File: config.mk
export PLATFORM = sky130hd
export DESIGN_NAME = adcfp_pin_ctrl
export DESIGN_NICKNAME = d
export VERILOG_FILES = /design/src/logic/adcfp_pkg.sv /design/src/logic/adcfp_buf_if.sv /design/src/logic/adcfp_pair_buf.sv /design/src/logic/adcfp_pin_ctrl.sv
export VERILOG_INCLUDE_DIRS = /design/src /design/src/logic
export SDC_FILE = /design/constraint.sdc
export NUM_CORES = 1
export LEC_CHECK = 0
export BUFFER_PORTS_ARGS = -buffer_cell sky130_fd_sc_hd__buf_2
export CORE_UTILIZATION = 46
export CTS_BUF_LIST = sky130_fd_sc_hd__clkbuf_4
export CTS_CLUSTER_DIAMETER = 60
export DETAILED_ROUTE_END_ITERATION = 8
export PLACE_DENSITY = 0.69
export SLEW_MARGIN = 20
export SYNTH_ARGS = -nofsm -noshare
export SYNTH_HDL_FRONTEND = slang
export SYNTH_SLANG_ARGS = --single-unit
File: constraint.sdc
create_clock -name clk_sys_i -period 2.35 [get_ports clk_sys_i]
set_input_delay 0.3525 -clock clk_sys_i [delete_from_list [all_inputs] [get_ports clk_sys_i]]
set_output_delay 0.3525 -clock clk_sys_i [all_outputs]
set_load 0.01 [all_outputs]
File: src/logic/adcfp_defines.svh
// Named constants for the analog input pin control block.
`ifndef ADCFP_DEFINES_SVH
`define ADCFP_DEFINES_SVH

// Polarity field code that makes an asterisk pin active low.
`define ADCFP_POL_ACT_LOW 1'b0
// Idle level of an active-low output and of an active-high one.
`define ADCFP_IDLE_HIGH 1'b1
`define ADCFP_IDLE_LOW 1'b0

// Synchroniser lanes.
`define ADCFP_SYN_N 6
`define ADCFP_SYN_EMPTY 0
`define ADCFP_SYN_HALF 1
`define ADCFP_SYN_FULL 2
`define ADCFP_SYN_EOC 3
`define ADCFP_SYN_SKIP 4
`define ADCFP_SYN_STOP 5

// Pulse widths in timebase units, one per width field code.
`define ADCFP_CNT_W 4
`define ADCFP_PW_0 4'h1
`define ADCFP_PW_1 4'h2
`define ADCFP_PW_2 4'h4
`define ADCFP_PW_3 4'h8
`define ADCFP_CNT_ZERO 4'h0
`define ADCFP_CNT_ONE 4'h1

// Slow strobe timebase: one enable pulse every this many clocks.
`define ADCFP_TB_DIV 4'h4

// Conversion event buffer.
`define ADCFP_BUF_W 1
`define ADCFP_BUF_DEPTH 2'h2
`define ADCFP_BUF_EMPTY 2'h0

// Cycles after reset before assertions compare against past inputs.
`define ADCFP_WARM_DONE 2'h3

`endif

File: src/logic/adcfp_pkg.sv
// Types shared by the analog input pin control block.
package adcfp_pkg;

    typedef enum logic [1:0] {
        REQ_NOT_EMPTY,
        REQ_HALF_FULL,
        REQ_FULL,
        REQ_SCAN_END
    } adcfp_req_mode_t;

    typedef enum logic [1:0] {
        OSEL_HIGH_Z,
        OSEL_GROUND,
        OSEL_ACT_LOW,
        OSEL_ACT_HIGH
    } adcfp_osel_t;

    typedef enum logic {
        PULSE_IDLE,
        PULSE_ACTIVE
    } adcfp_pulse_t;

endpackage

File: src/logic/adcfp_buf_if.sv
// Valid/ready carrier between the event buffer and its user.
`timescale 1ns/100ps
`include "adcfp_defines.svh"

interface adcfp_buf_if;
    logic in_valid;
    logic in_ready;
    logic [`ADCFP_BUF_W-1:0] in_data;
    logic out_valid;
    logic out_ready;
    logic [`ADCFP_BUF_W-1:0] out_data;

    modport store (
        input in_valid, in_data, out_ready,
        output in_ready, out_valid, out_data
    );
    modport user (
        output in_valid, in_data, out_ready,
        input in_ready, out_valid, out_data
    );
endinterface

File: src/logic/adcfp_pair_buf.sv
// Two-entry buffer for conversion events awaiting a write pulse.
`timescale 1ns/100ps
`include "adcfp_defines.svh"

module adcfp_pair_buf (
    input wire logic clk_sys_i,
    input wire logic reset_i,
    adcfp_buf_if.store port
);
    logic [`ADCFP_BUF_W-1:0] mem [0:1];
    logic [`ADCFP_BUF_W-1:0] next_mem [0:1];
    logic wr_ptr;
    logic rd_ptr;
    logic [1:0] count;
    logic next_wr_ptr;
    logic next_rd_ptr;
    logic [1:0] next_count;
    logic push;
    logic pop;

    assign port.in_ready = (count != `ADCFP_BUF_DEPTH);
    assign port.out_valid = (count != `ADCFP_BUF_EMPTY);
    assign port.out_data = mem[rd_ptr];

    always_comb begin
        push = port.in_valid & port.in_ready;
        pop = port.out_valid & port.out_ready;
        next_mem = mem;
        if (push) begin
            next_mem[wr_ptr] = port.in_data;
        end
        next_wr_ptr = wr_ptr ^ push;
        next_rd_ptr = rd_ptr ^ pop;
        next_count = 2'(count + {1'b0, push} - {1'b0, pop});
    end

    always_ff @(posedge clk_sys_i or posedge reset_i) begin
        if (reset_i) begin
            mem[0] <= '0;
            mem[1] <= '0;
            wr_ptr <= 1'b0;
            rd_ptr <= 1'b0;
            count <= `ADCFP_BUF_EMPTY;
        end else begin
            mem <= next_mem;
            wr_ptr <= next_wr_ptr;
            rd_ptr <= next_rd_ptr;
            count <= next_count;
        end
    end
endmodule

File: src/logic/adcfp_pin_ctrl.sv
// Pin-level control for the ADC and the data FIFO.
`timescale 1ns/100ps
`include "adcfp_defines.svh"

// Overview of operation
// - Empty, half-full and full flags feed FIFO interrupt and service request.
// - One polarity field serves all flags; flag levels are readable.
// - End of conversion starts a write pulse lasting the selected width.
// - Conversions made while skip-channel is active get no write pulse.
// - Flags, write pulse and conversion strobe default to active low.
// - Write pulse polarity is low or high; width comes from its field.
// - Mode field picks the request condition from flags and scan end.
// - Service request flags data needing service; polarity is selectable.
// - Dedicated stop input reaches the stop source selector through the two-stage synchroniser.
// - Stop passes polarity, edge detect, then sync; level readable.
// - Stop output pin follows internal stop with selectable polarity.
// - Strobe comes from sample clock with selectable timebase and width.
// - Strobe pin is active low, active high, ground or high impedance.
// - Divide terminal count is active high, driven only when enabled.
module adcfp_pin_ctrl import adcfp_pkg::*; (
    input wire logic clk_sys_i,
    input wire logic reset_i,
    input wire logic fifo_empty_flag_in_i,
    input wire logic fifo_half_full_flag_in_i,
    input wire logic fifo_full_flag_in_i,
    input wire logic eoc_i,
    input wire logic skip_channel_i,
    input wire logic dedicated_stop_input_i,
    input wire logic stop_alt_source_i,
    input wire logic sample_clock_i,
    input wire logic scan_counter_terminal_count_i,
    input wire logic divide_counter_terminal_count_i,
    input wire logic fifo_flag_polarity_field_i,
    input wire logic write_pulse_polarity_field_i,
    input wire logic [1:0] write_pulse_width_field_i,
    input wire logic request_polarity_field_i,
    input wire adcfp_req_mode_t request_condition_field_i,
    input wire logic stop_source_select_i,
    input wire logic stop_polarity_field_i,
    input wire logic stop_edge_detect_field_i,
    input wire logic stop_sync_field_i,
    input wire logic stop_output_polarity_i,
    input wire adcfp_osel_t strobe_output_select_i,
    input wire logic strobe_pulse_timebase_i,
    input wire logic [1:0] strobe_pulse_width_i,
    input wire logic misc_terminal_count_output_enable_i,
    output logic fifo_empty_status_o,
    output logic fifo_half_full_status_o,
    output logic fifo_full_status_o,
    output logic fifo_interrupt_o,
    output logic fifo_service_request_o,
    output logic fifo_write_pulse_o,
    output logic write_overrun_o,
    output logic stop_o,
    output logic stop_level_status_o,
    output logic dedicated_stop_output_o,
    output logic convert_o,
    output logic convert_oe_o,
    output logic divide_counter_terminal_count_o,
    output logic divide_counter_terminal_count_oe_o
);

    function automatic logic [`ADCFP_CNT_W-1:0] width_units(
        input logic [1:0] sel
    );
        logic [`ADCFP_CNT_W-1:0] w;
        unique case (sel)
            2'h0: w = `ADCFP_PW_0;
            2'h1: w = `ADCFP_PW_1;
            2'h2: w = `ADCFP_PW_2;
            2'h3: w = `ADCFP_PW_3;
        endcase
        return w;
    endfunction

    // Maps an active level to a pin level, or a pin level back again.
    function automatic logic pin_level(input logic lvl, input logic pol);
        return (pol == `ADCFP_POL_ACT_LOW) ? ~lvl : lvl;
    endfunction

    adcfp_buf_if evq ();

    adcfp_pair_buf u_evq (
        .clk_sys_i(clk_sys_i),
        .reset_i(reset_i),
        .port(evq.store)
    );

    // Input synchronisers; the six lanes are read at their second stage, the alternate stop source at its only stage.
    logic [`ADCFP_SYN_N-1:0] sync_a;
    logic [`ADCFP_SYN_N-1:0] sync_b;
    logic [`ADCFP_SYN_N-1:0] next_sync_a;
    logic stop_alt_sync;

    always_comb begin
        next_sync_a = {dedicated_stop_input_i, skip_channel_i, eoc_i,
                       fifo_full_flag_in_i, fifo_half_full_flag_in_i,
                       fifo_empty_flag_in_i};
    end

    always_ff @(posedge clk_sys_i or posedge reset_i) begin
        if (reset_i) begin
            sync_a <= '0;
            sync_b <= '0;
            stop_alt_sync <= 1'b0;
        end else begin
            sync_a <= next_sync_a;
            sync_b <= sync_a;
            stop_alt_sync <= stop_alt_source_i;
        end
    end

    // FIFO flags, interrupt and service request.
    logic flag_empty;
    logic flag_half;
    logic flag_full;
    logic req_cond;
    logic next_request;

    always_comb begin
        flag_empty = pin_level(sync_b[`ADCFP_SYN_EMPTY],
                               fifo_flag_polarity_field_i);
        flag_half = pin_level(sync_b[`ADCFP_SYN_HALF],
                              fifo_flag_polarity_field_i);
        flag_full = pin_level(sync_b[`ADCFP_SYN_FULL],
                              fifo_flag_polarity_field_i);
        unique case (request_condition_field_i)
            REQ_NOT_EMPTY: req_cond = ~flag_empty;
            REQ_HALF_FULL: req_cond = flag_half;
            REQ_FULL: req_cond = flag_full;
            REQ_SCAN_END: req_cond = ~flag_empty &
                                     scan_counter_terminal_count_i;
        endcase
        next_request = req_cond ^ request_polarity_field_i;
    end

    always_ff @(posedge clk_sys_i or posedge reset_i) begin
        if (reset_i) begin
            fifo_empty_status_o <= 1'b0;
            fifo_half_full_status_o <= 1'b0;
            fifo_full_status_o <= 1'b0;
            fifo_interrupt_o <= 1'b0;
            fifo_service_request_o <= `ADCFP_IDLE_LOW;
        end else begin
            fifo_empty_status_o <= flag_empty;
            fifo_half_full_status_o <= flag_half;
            fifo_full_status_o <= flag_full;
            fifo_interrupt_o <= req_cond;
            fifo_service_request_o <= next_request;
        end
    end

    // Write pulse: each end of conversion queues its skip bit while the two-entry
    // buffer has room, so a pulse still running delays the next one; one that finds it full is lost.
    adcfp_pulse_t wp_state;
    adcfp_pulse_t next_wp_state;
    logic [`ADCFP_CNT_W-1:0] wp_count;
    logic [`ADCFP_CNT_W-1:0] next_wp_count;
    logic eoc_seen;
    logic eoc_rise;
    logic next_overrun;

    always_comb begin
        eoc_rise = sync_b[`ADCFP_SYN_EOC] & ~eoc_seen;
        evq.in_valid = eoc_rise;
        evq.in_data = sync_b[`ADCFP_SYN_SKIP];
        evq.out_ready = (wp_state == PULSE_IDLE);
        next_overrun = eoc_rise & ~evq.in_ready;
        next_wp_state = wp_state;
        next_wp_count = wp_count;
        unique case (wp_state)
            PULSE_IDLE: begin
                if (evq.out_valid && !evq.out_data[0]) begin
                    next_wp_state = PULSE_ACTIVE;
                    next_wp_count = width_units(write_pulse_width_field_i)
                                    - `ADCFP_CNT_ONE;
                end
            end
            PULSE_ACTIVE: begin
                if (wp_count == `ADCFP_CNT_ZERO) begin
                    next_wp_state = PULSE_IDLE;
                end else begin
                    next_wp_count = wp_count - `ADCFP_CNT_ONE;
                end
            end
        endcase
    end

    always_ff @(posedge clk_sys_i or posedge reset_i) begin
        if (reset_i) begin
            wp_state <= PULSE_IDLE;
            wp_count <= `ADCFP_CNT_ZERO;
            eoc_seen <= 1'b0;
            write_overrun_o <= 1'b0;
            fifo_write_pulse_o <= `ADCFP_IDLE_HIGH;
        end else begin
            wp_state <= next_wp_state;
            wp_count <= next_wp_count;
            eoc_seen <= sync_b[`ADCFP_SYN_EOC];
            write_overrun_o <= next_overrun;
            fifo_write_pulse_o <= pin_level(next_wp_state == PULSE_ACTIVE,
                write_pulse_polarity_field_i);
        end
    end

    // Stop path: select, polarity, optional edge detect, optional sync.
    logic stop_sel;
    logic stop_pol;
    logic stop_prev;
    logic stop_edged;
    logic stop_pipe;
    logic next_stop;

    always_comb begin
        stop_sel = stop_source_select_i ? stop_alt_sync
                                        : sync_b[`ADCFP_SYN_STOP];
        stop_pol = stop_sel ^ stop_polarity_field_i;
        stop_edged = stop_edge_detect_field_i ? (stop_pol & ~stop_prev)
                                              : stop_pol;
        next_stop = stop_sync_field_i ? stop_pipe : stop_edged;
    end

    always_ff @(posedge clk_sys_i or posedge reset_i) begin
        if (reset_i) begin
            stop_prev <= 1'b0;
            stop_pipe <= 1'b0;
            stop_o <= 1'b0;
            stop_level_status_o <= 1'b0;
            dedicated_stop_output_o <= 1'b0;
        end else begin
            stop_prev <= stop_pol;
            stop_pipe <= stop_edged;
            stop_o <= next_stop;
            stop_level_status_o <= next_stop;
            dedicated_stop_output_o <=
                next_stop ^ stop_output_polarity_i;
        end
    end

    // Conversion strobe. Timebase and width are latched at the start so a
    // mid-pulse change cannot stretch or cut the strobe; a sample clock
    // edge that arrives while a strobe is running is ignored.
    adcfp_pulse_t cv_state;
    adcfp_pulse_t next_cv_state;
    logic [`ADCFP_CNT_W-1:0] cv_count;
    logic [`ADCFP_CNT_W-1:0] next_cv_count;
    logic cv_tb;
    logic next_cv_tb;
    logic [`ADCFP_CNT_W-1:0] tb_div;
    logic [`ADCFP_CNT_W-1:0] next_tb_div;
    logic tb_wrap;
    logic cv_tick;
    logic samp_seen;
    logic samp_rise;
    logic cv_on;
    logic next_convert;
    logic next_convert_oe;

    always_comb begin
        tb_wrap = (tb_div == `ADCFP_TB_DIV - `ADCFP_CNT_ONE);
        next_tb_div = tb_wrap ? `ADCFP_CNT_ZERO : tb_div + `ADCFP_CNT_ONE;
        cv_tick = cv_tb ? tb_wrap : 1'b1;
        samp_rise = sample_clock_i & ~samp_seen;
        next_cv_state = cv_state;
        next_cv_count = cv_count;
        next_cv_tb = cv_tb;
        unique case (cv_state)
            PULSE_IDLE: begin
                if (samp_rise) begin
                    next_cv_state = PULSE_ACTIVE;
                    next_cv_tb = strobe_pulse_timebase_i;
                    next_cv_count = width_units(strobe_pulse_width_i)
                                    - `ADCFP_CNT_ONE;
                end
            end
            PULSE_ACTIVE: begin
                if (cv_tick) begin
                    if (cv_count == `ADCFP_CNT_ZERO) begin
                        next_cv_state = PULSE_IDLE;
                    end else begin
                        next_cv_count = cv_count - `ADCFP_CNT_ONE;
                    end
                end
            end
        endcase
        cv_on = (next_cv_state == PULSE_ACTIVE);
        next_convert_oe = 1'b1;
        unique case (strobe_output_select_i)
            OSEL_HIGH_Z: begin
                next_convert = 1'b0;
                next_convert_oe = 1'b0;
            end
            OSEL_GROUND: next_convert = 1'b0;
            OSEL_ACT_LOW: next_convert = ~cv_on;
            OSEL_ACT_HIGH: next_convert = cv_on;
        endcase
    end

    always_ff @(posedge clk_sys_i or posedge reset_i) begin
        if (reset_i) begin
            cv_state <= PULSE_IDLE;
            cv_count <= `ADCFP_CNT_ZERO;
            cv_tb <= 1'b0;
            tb_div <= `ADCFP_CNT_ZERO;
            samp_seen <= 1'b0;
            convert_o <= `ADCFP_IDLE_HIGH;
            convert_oe_o <= 1'b1;
            divide_counter_terminal_count_o <= 1'b0;
            divide_counter_terminal_count_oe_o <= 1'b0;
        end else begin
            cv_state <= next_cv_state;
            cv_count <= next_cv_count;
            cv_tb <= next_cv_tb;
            tb_div <= next_tb_div;
            samp_seen <= sample_clock_i;
            convert_o <= next_convert;
            convert_oe_o <= next_convert_oe;
            divide_counter_terminal_count_o <=
                divide_counter_terminal_count_i;
            divide_counter_terminal_count_oe_o <=
                misc_terminal_count_output_enable_i;
        end
    end

    // Checks; warm masks the cycles whose past inputs predate reset.
    logic [1:0] warm;
    logic [1:0] next_warm;

    always_comb begin
        next_warm = (warm == `ADCFP_WARM_DONE) ? warm : warm + 2'h1;
    end

    always_ff @(posedge clk_sys_i or posedge reset_i) begin
        if (reset_i) begin
            warm <= 2'h0;
        end else begin
            warm <= next_warm;
        end
    end
endmodule

==> flow_summary.json <==
{
  "first_pass_iters": 6,
  "clkSinkCount": 51,
  "ios": 44,
  "drv_cap": 0,
  "synthArstFlopShare_pct": 100,
  "cts_buffer_depth": 2,
  "critical_path_class": "reg2reg",
  "fmax_mhz": 556,
  "synth_area_leaders": "dfrtp_1 (58%), xnor2_1 (4.7%), ha_1 (4.2%), dfstp_2 (3.8%), mux2_2 (2.7%)",
  "grt_max_degree": 35,
  "cts-resized-gates": 0,
  "ys_seq_area_share_pct": 61.9,
  "cp_data_required_time_ns": 2.61,
  "grt_pass1_wl_um": 5990,
  "skew_ns": 0.0153,
  "drtIter0Drc": 45,
  "setup_violations": 0,
  "ir_drop_mv": 0.552,
  "vias": 1303,
  "first_global_vias": 1380,
  "synth_flop_cell": "dfrtp_1",
  "synth.cell_area_um2": 2070,
  "slew_headroom_pct": 54.0,
  "clk_pin_slew_ns": 0.14,
  "fin_setup_tns_ns": 0,
  "fp.dieW_um": 69.0,
  "cp-start-kind": "flip-flop",
  "overflow": 0,
  "dieHeight_um": 69.0,
  "period_needed_ns": 1.80,
  "power.density_nw_per_um2": 1000,
  "status": "complete, no violations",
  "dpl-instance-area_um2": 2330,
  "preCtsSetupSlack_ns": 0.562,
  "worst_pin_slew_ns": 0.690,
  "min_path_type": "in2async",
  "postCtsHoldBufs": 0,
  "place_hpwl_um": 2440,
  "wire_per_inst_um": 12.6,
  "die-area_um2": 4770,
  "grtUsageTotal_pct": 15.5,
  "antenna_cells": 0,
  "post_cts_buffers": 0,
  "drv_slew": 0,
  "synth_area_leader_cell": "dfrtp_1",
  "drive_gt1_share_pct": 32.9,
  "core_um2": 4320,
  "clock_latency_ns": 0.35,
  "nets": 243,
  "row_count": 24,
  "port-buffer-count": 43,
  "yosysWarnings": 0,
  "synthesis.nets": 196,
  "ant_nets": 0,
  "areaGrowthSynthToFinish_pct": 15.5,
  "synthCells": 159,
  "yosysMostFrequentCell": "dfrtp_1",
  "post-route-drc-count": 0,
  "viasPerCell": 5.03,
  "grt_setup_unrepaired": "false",
  "fin_area_um2": 2390,
  "endpoint_kind": "flip-flop",
  "totalWireLength_um": 3250,
  "synth.avg_cell_area_um2": 13.0,
  "antenna_found_initial": 0,
  "nFillCells": 376,
  "synth_top_area_share_pct": 58.1,
  "start_util_pct": 47.8,
  "gp_congestion": 0.757,
  "cts_max_level": 2,
  "cts_root_buffer": "clkbuf_4",
  "yosys-top-cells-count": "dfrtp_1 (48), xnor2_1 (11), inv_1 (10), a21oi_1 (7), ha_1 (7)",
  "post-route-period-util_pct": 76.5,
  "synth_edf_count": 0,
  "leakagePower_nw": 1.13,
  "cp.arrival_ns": 2.05,
  "synth-seq-cells": 51,
  "cts_buffers": 5,
  "setup_ws_ns": 0.553,
  "hold_viol": 0,
  "path_max_fanout": 12,
  "synth.distinct_cells": 45,
  "cts_tree": "built"
}
-- per-stage QoR --
step	cells	power, mW	utilization, %	hold slack (ns)
floorplan	159	1.83	-	0.331
detailed placement	251	2.02	53.8	0.336
CTS	259	2.43	55.2	0.0768
global placement	251	1.94	53.8	0.334
finish	259	2.39	55.2	0.0921
global route	259	2.58	55.2	0.0613
-- logic make-up (layout without fill, tap and decap cells) --
logic type      after synthesis  in the layout  share of synthesized area (%)
buf+inv                      14             62                           3.15
compound gates               27             27                           9.69
xor+xnor                     13             13                           5.51
fa+ha+maj                     7              7                           4.24
mux                           8              8                           4.42
simple gates                 39             39                           11.1
flops                        51             51                           61.9
-- critical path: stages (launching register included) --
cell and delay, ns:
dfrtp_1 0.55, nor3b_1 0.14, a21o_1 0.20, o21ai_0 0.43, mux2_2 0.39
-- worst paths after layout --
path                                 from          end  slack, ns  depth (start not counted)
setup reg to reg                 cv_state  cv_count[2]       0.55                          4
max in group asynchronous         reset_i  wp_count[2]       1.56                          3
hold / removal                    reset_i  cv_count[1]       0.09                          2
min in group clk_sys_i     skip_channel_i    sync_a[4]       0.09                          1
setup / recovery                 cv_state  cv_count[2]       0.55                          4
hold reg to reg                 sync_a[5]    sync_b[5]       0.36                          0
-- sequential cells by signal (all words and copies together), names as in the netlist, 2 cells and up --
signal       count
u_evq.count      2
wp_count         4
cv_count         4
sync_b           6
u_evq.mem        2
tb_div           4
sync_a           6
-- routing by layer --
| metal | global-route usage (%) | wire (µm) | part of all wire (%) | up-vias |
|---|---|---|---|---|
| met4 | 4.08 | 23 | 0.71 | 0 |
| li1 | - | - | - | 641 |
| met2 | 27.3 | 1660 | 51 | 37 |
| met3 | 4.24 | 172 | 5.3 | 2 |
| met5 | 0 | 0 | 0 | - |
| met1 | 18.7 | 1400 | 43 | 623 |
-- where the power goes --
group	total [mW]	switching, mW	internal [mW]
sequential	1.23	0.152	1.08
clock	0.399	0.245	0.155
combinational	0.757	0.354	0.403
-- layout make-up --
| type | count | area, µm² | area share [%] |
|---|---|---|---|
| Inverter | 10 | 37.5 | 1.57 |
| Sequential cell | 51 | 1280 | 53.6 |
| Tap cell | 52 | 65.1 | 2.73 |
| Clock buffer | 8 | 60.1 | 2.52 |
| Timing Repair Buffer | 44 | 223 | 9.33 |
| Multi-Input combinational cell | 94 | 722 | 30.2 |
-- placed cells by master, fill, tap and decap left out, types with 2 or more instances in the layout --
cell type	count
nand2_1	2
or2_2	2
mux2i_1	2
nand2b_1	2
dfrtp_1	48
o21ai_0	5
nor2_1	6
xor2_1	2
nand3_1	4
nor2b_1	4
ha_1	7
mux2_2	5
nor3b_1	5
clkbuf_4	8
buf_2	43
and2_1	3
nor3_1	4
dfstp_2	3
a21oi_1	7
inv_1	9
xnor2_1	11
or3_1	2
No activity file was read; power rests on OpenSTA's default activity.
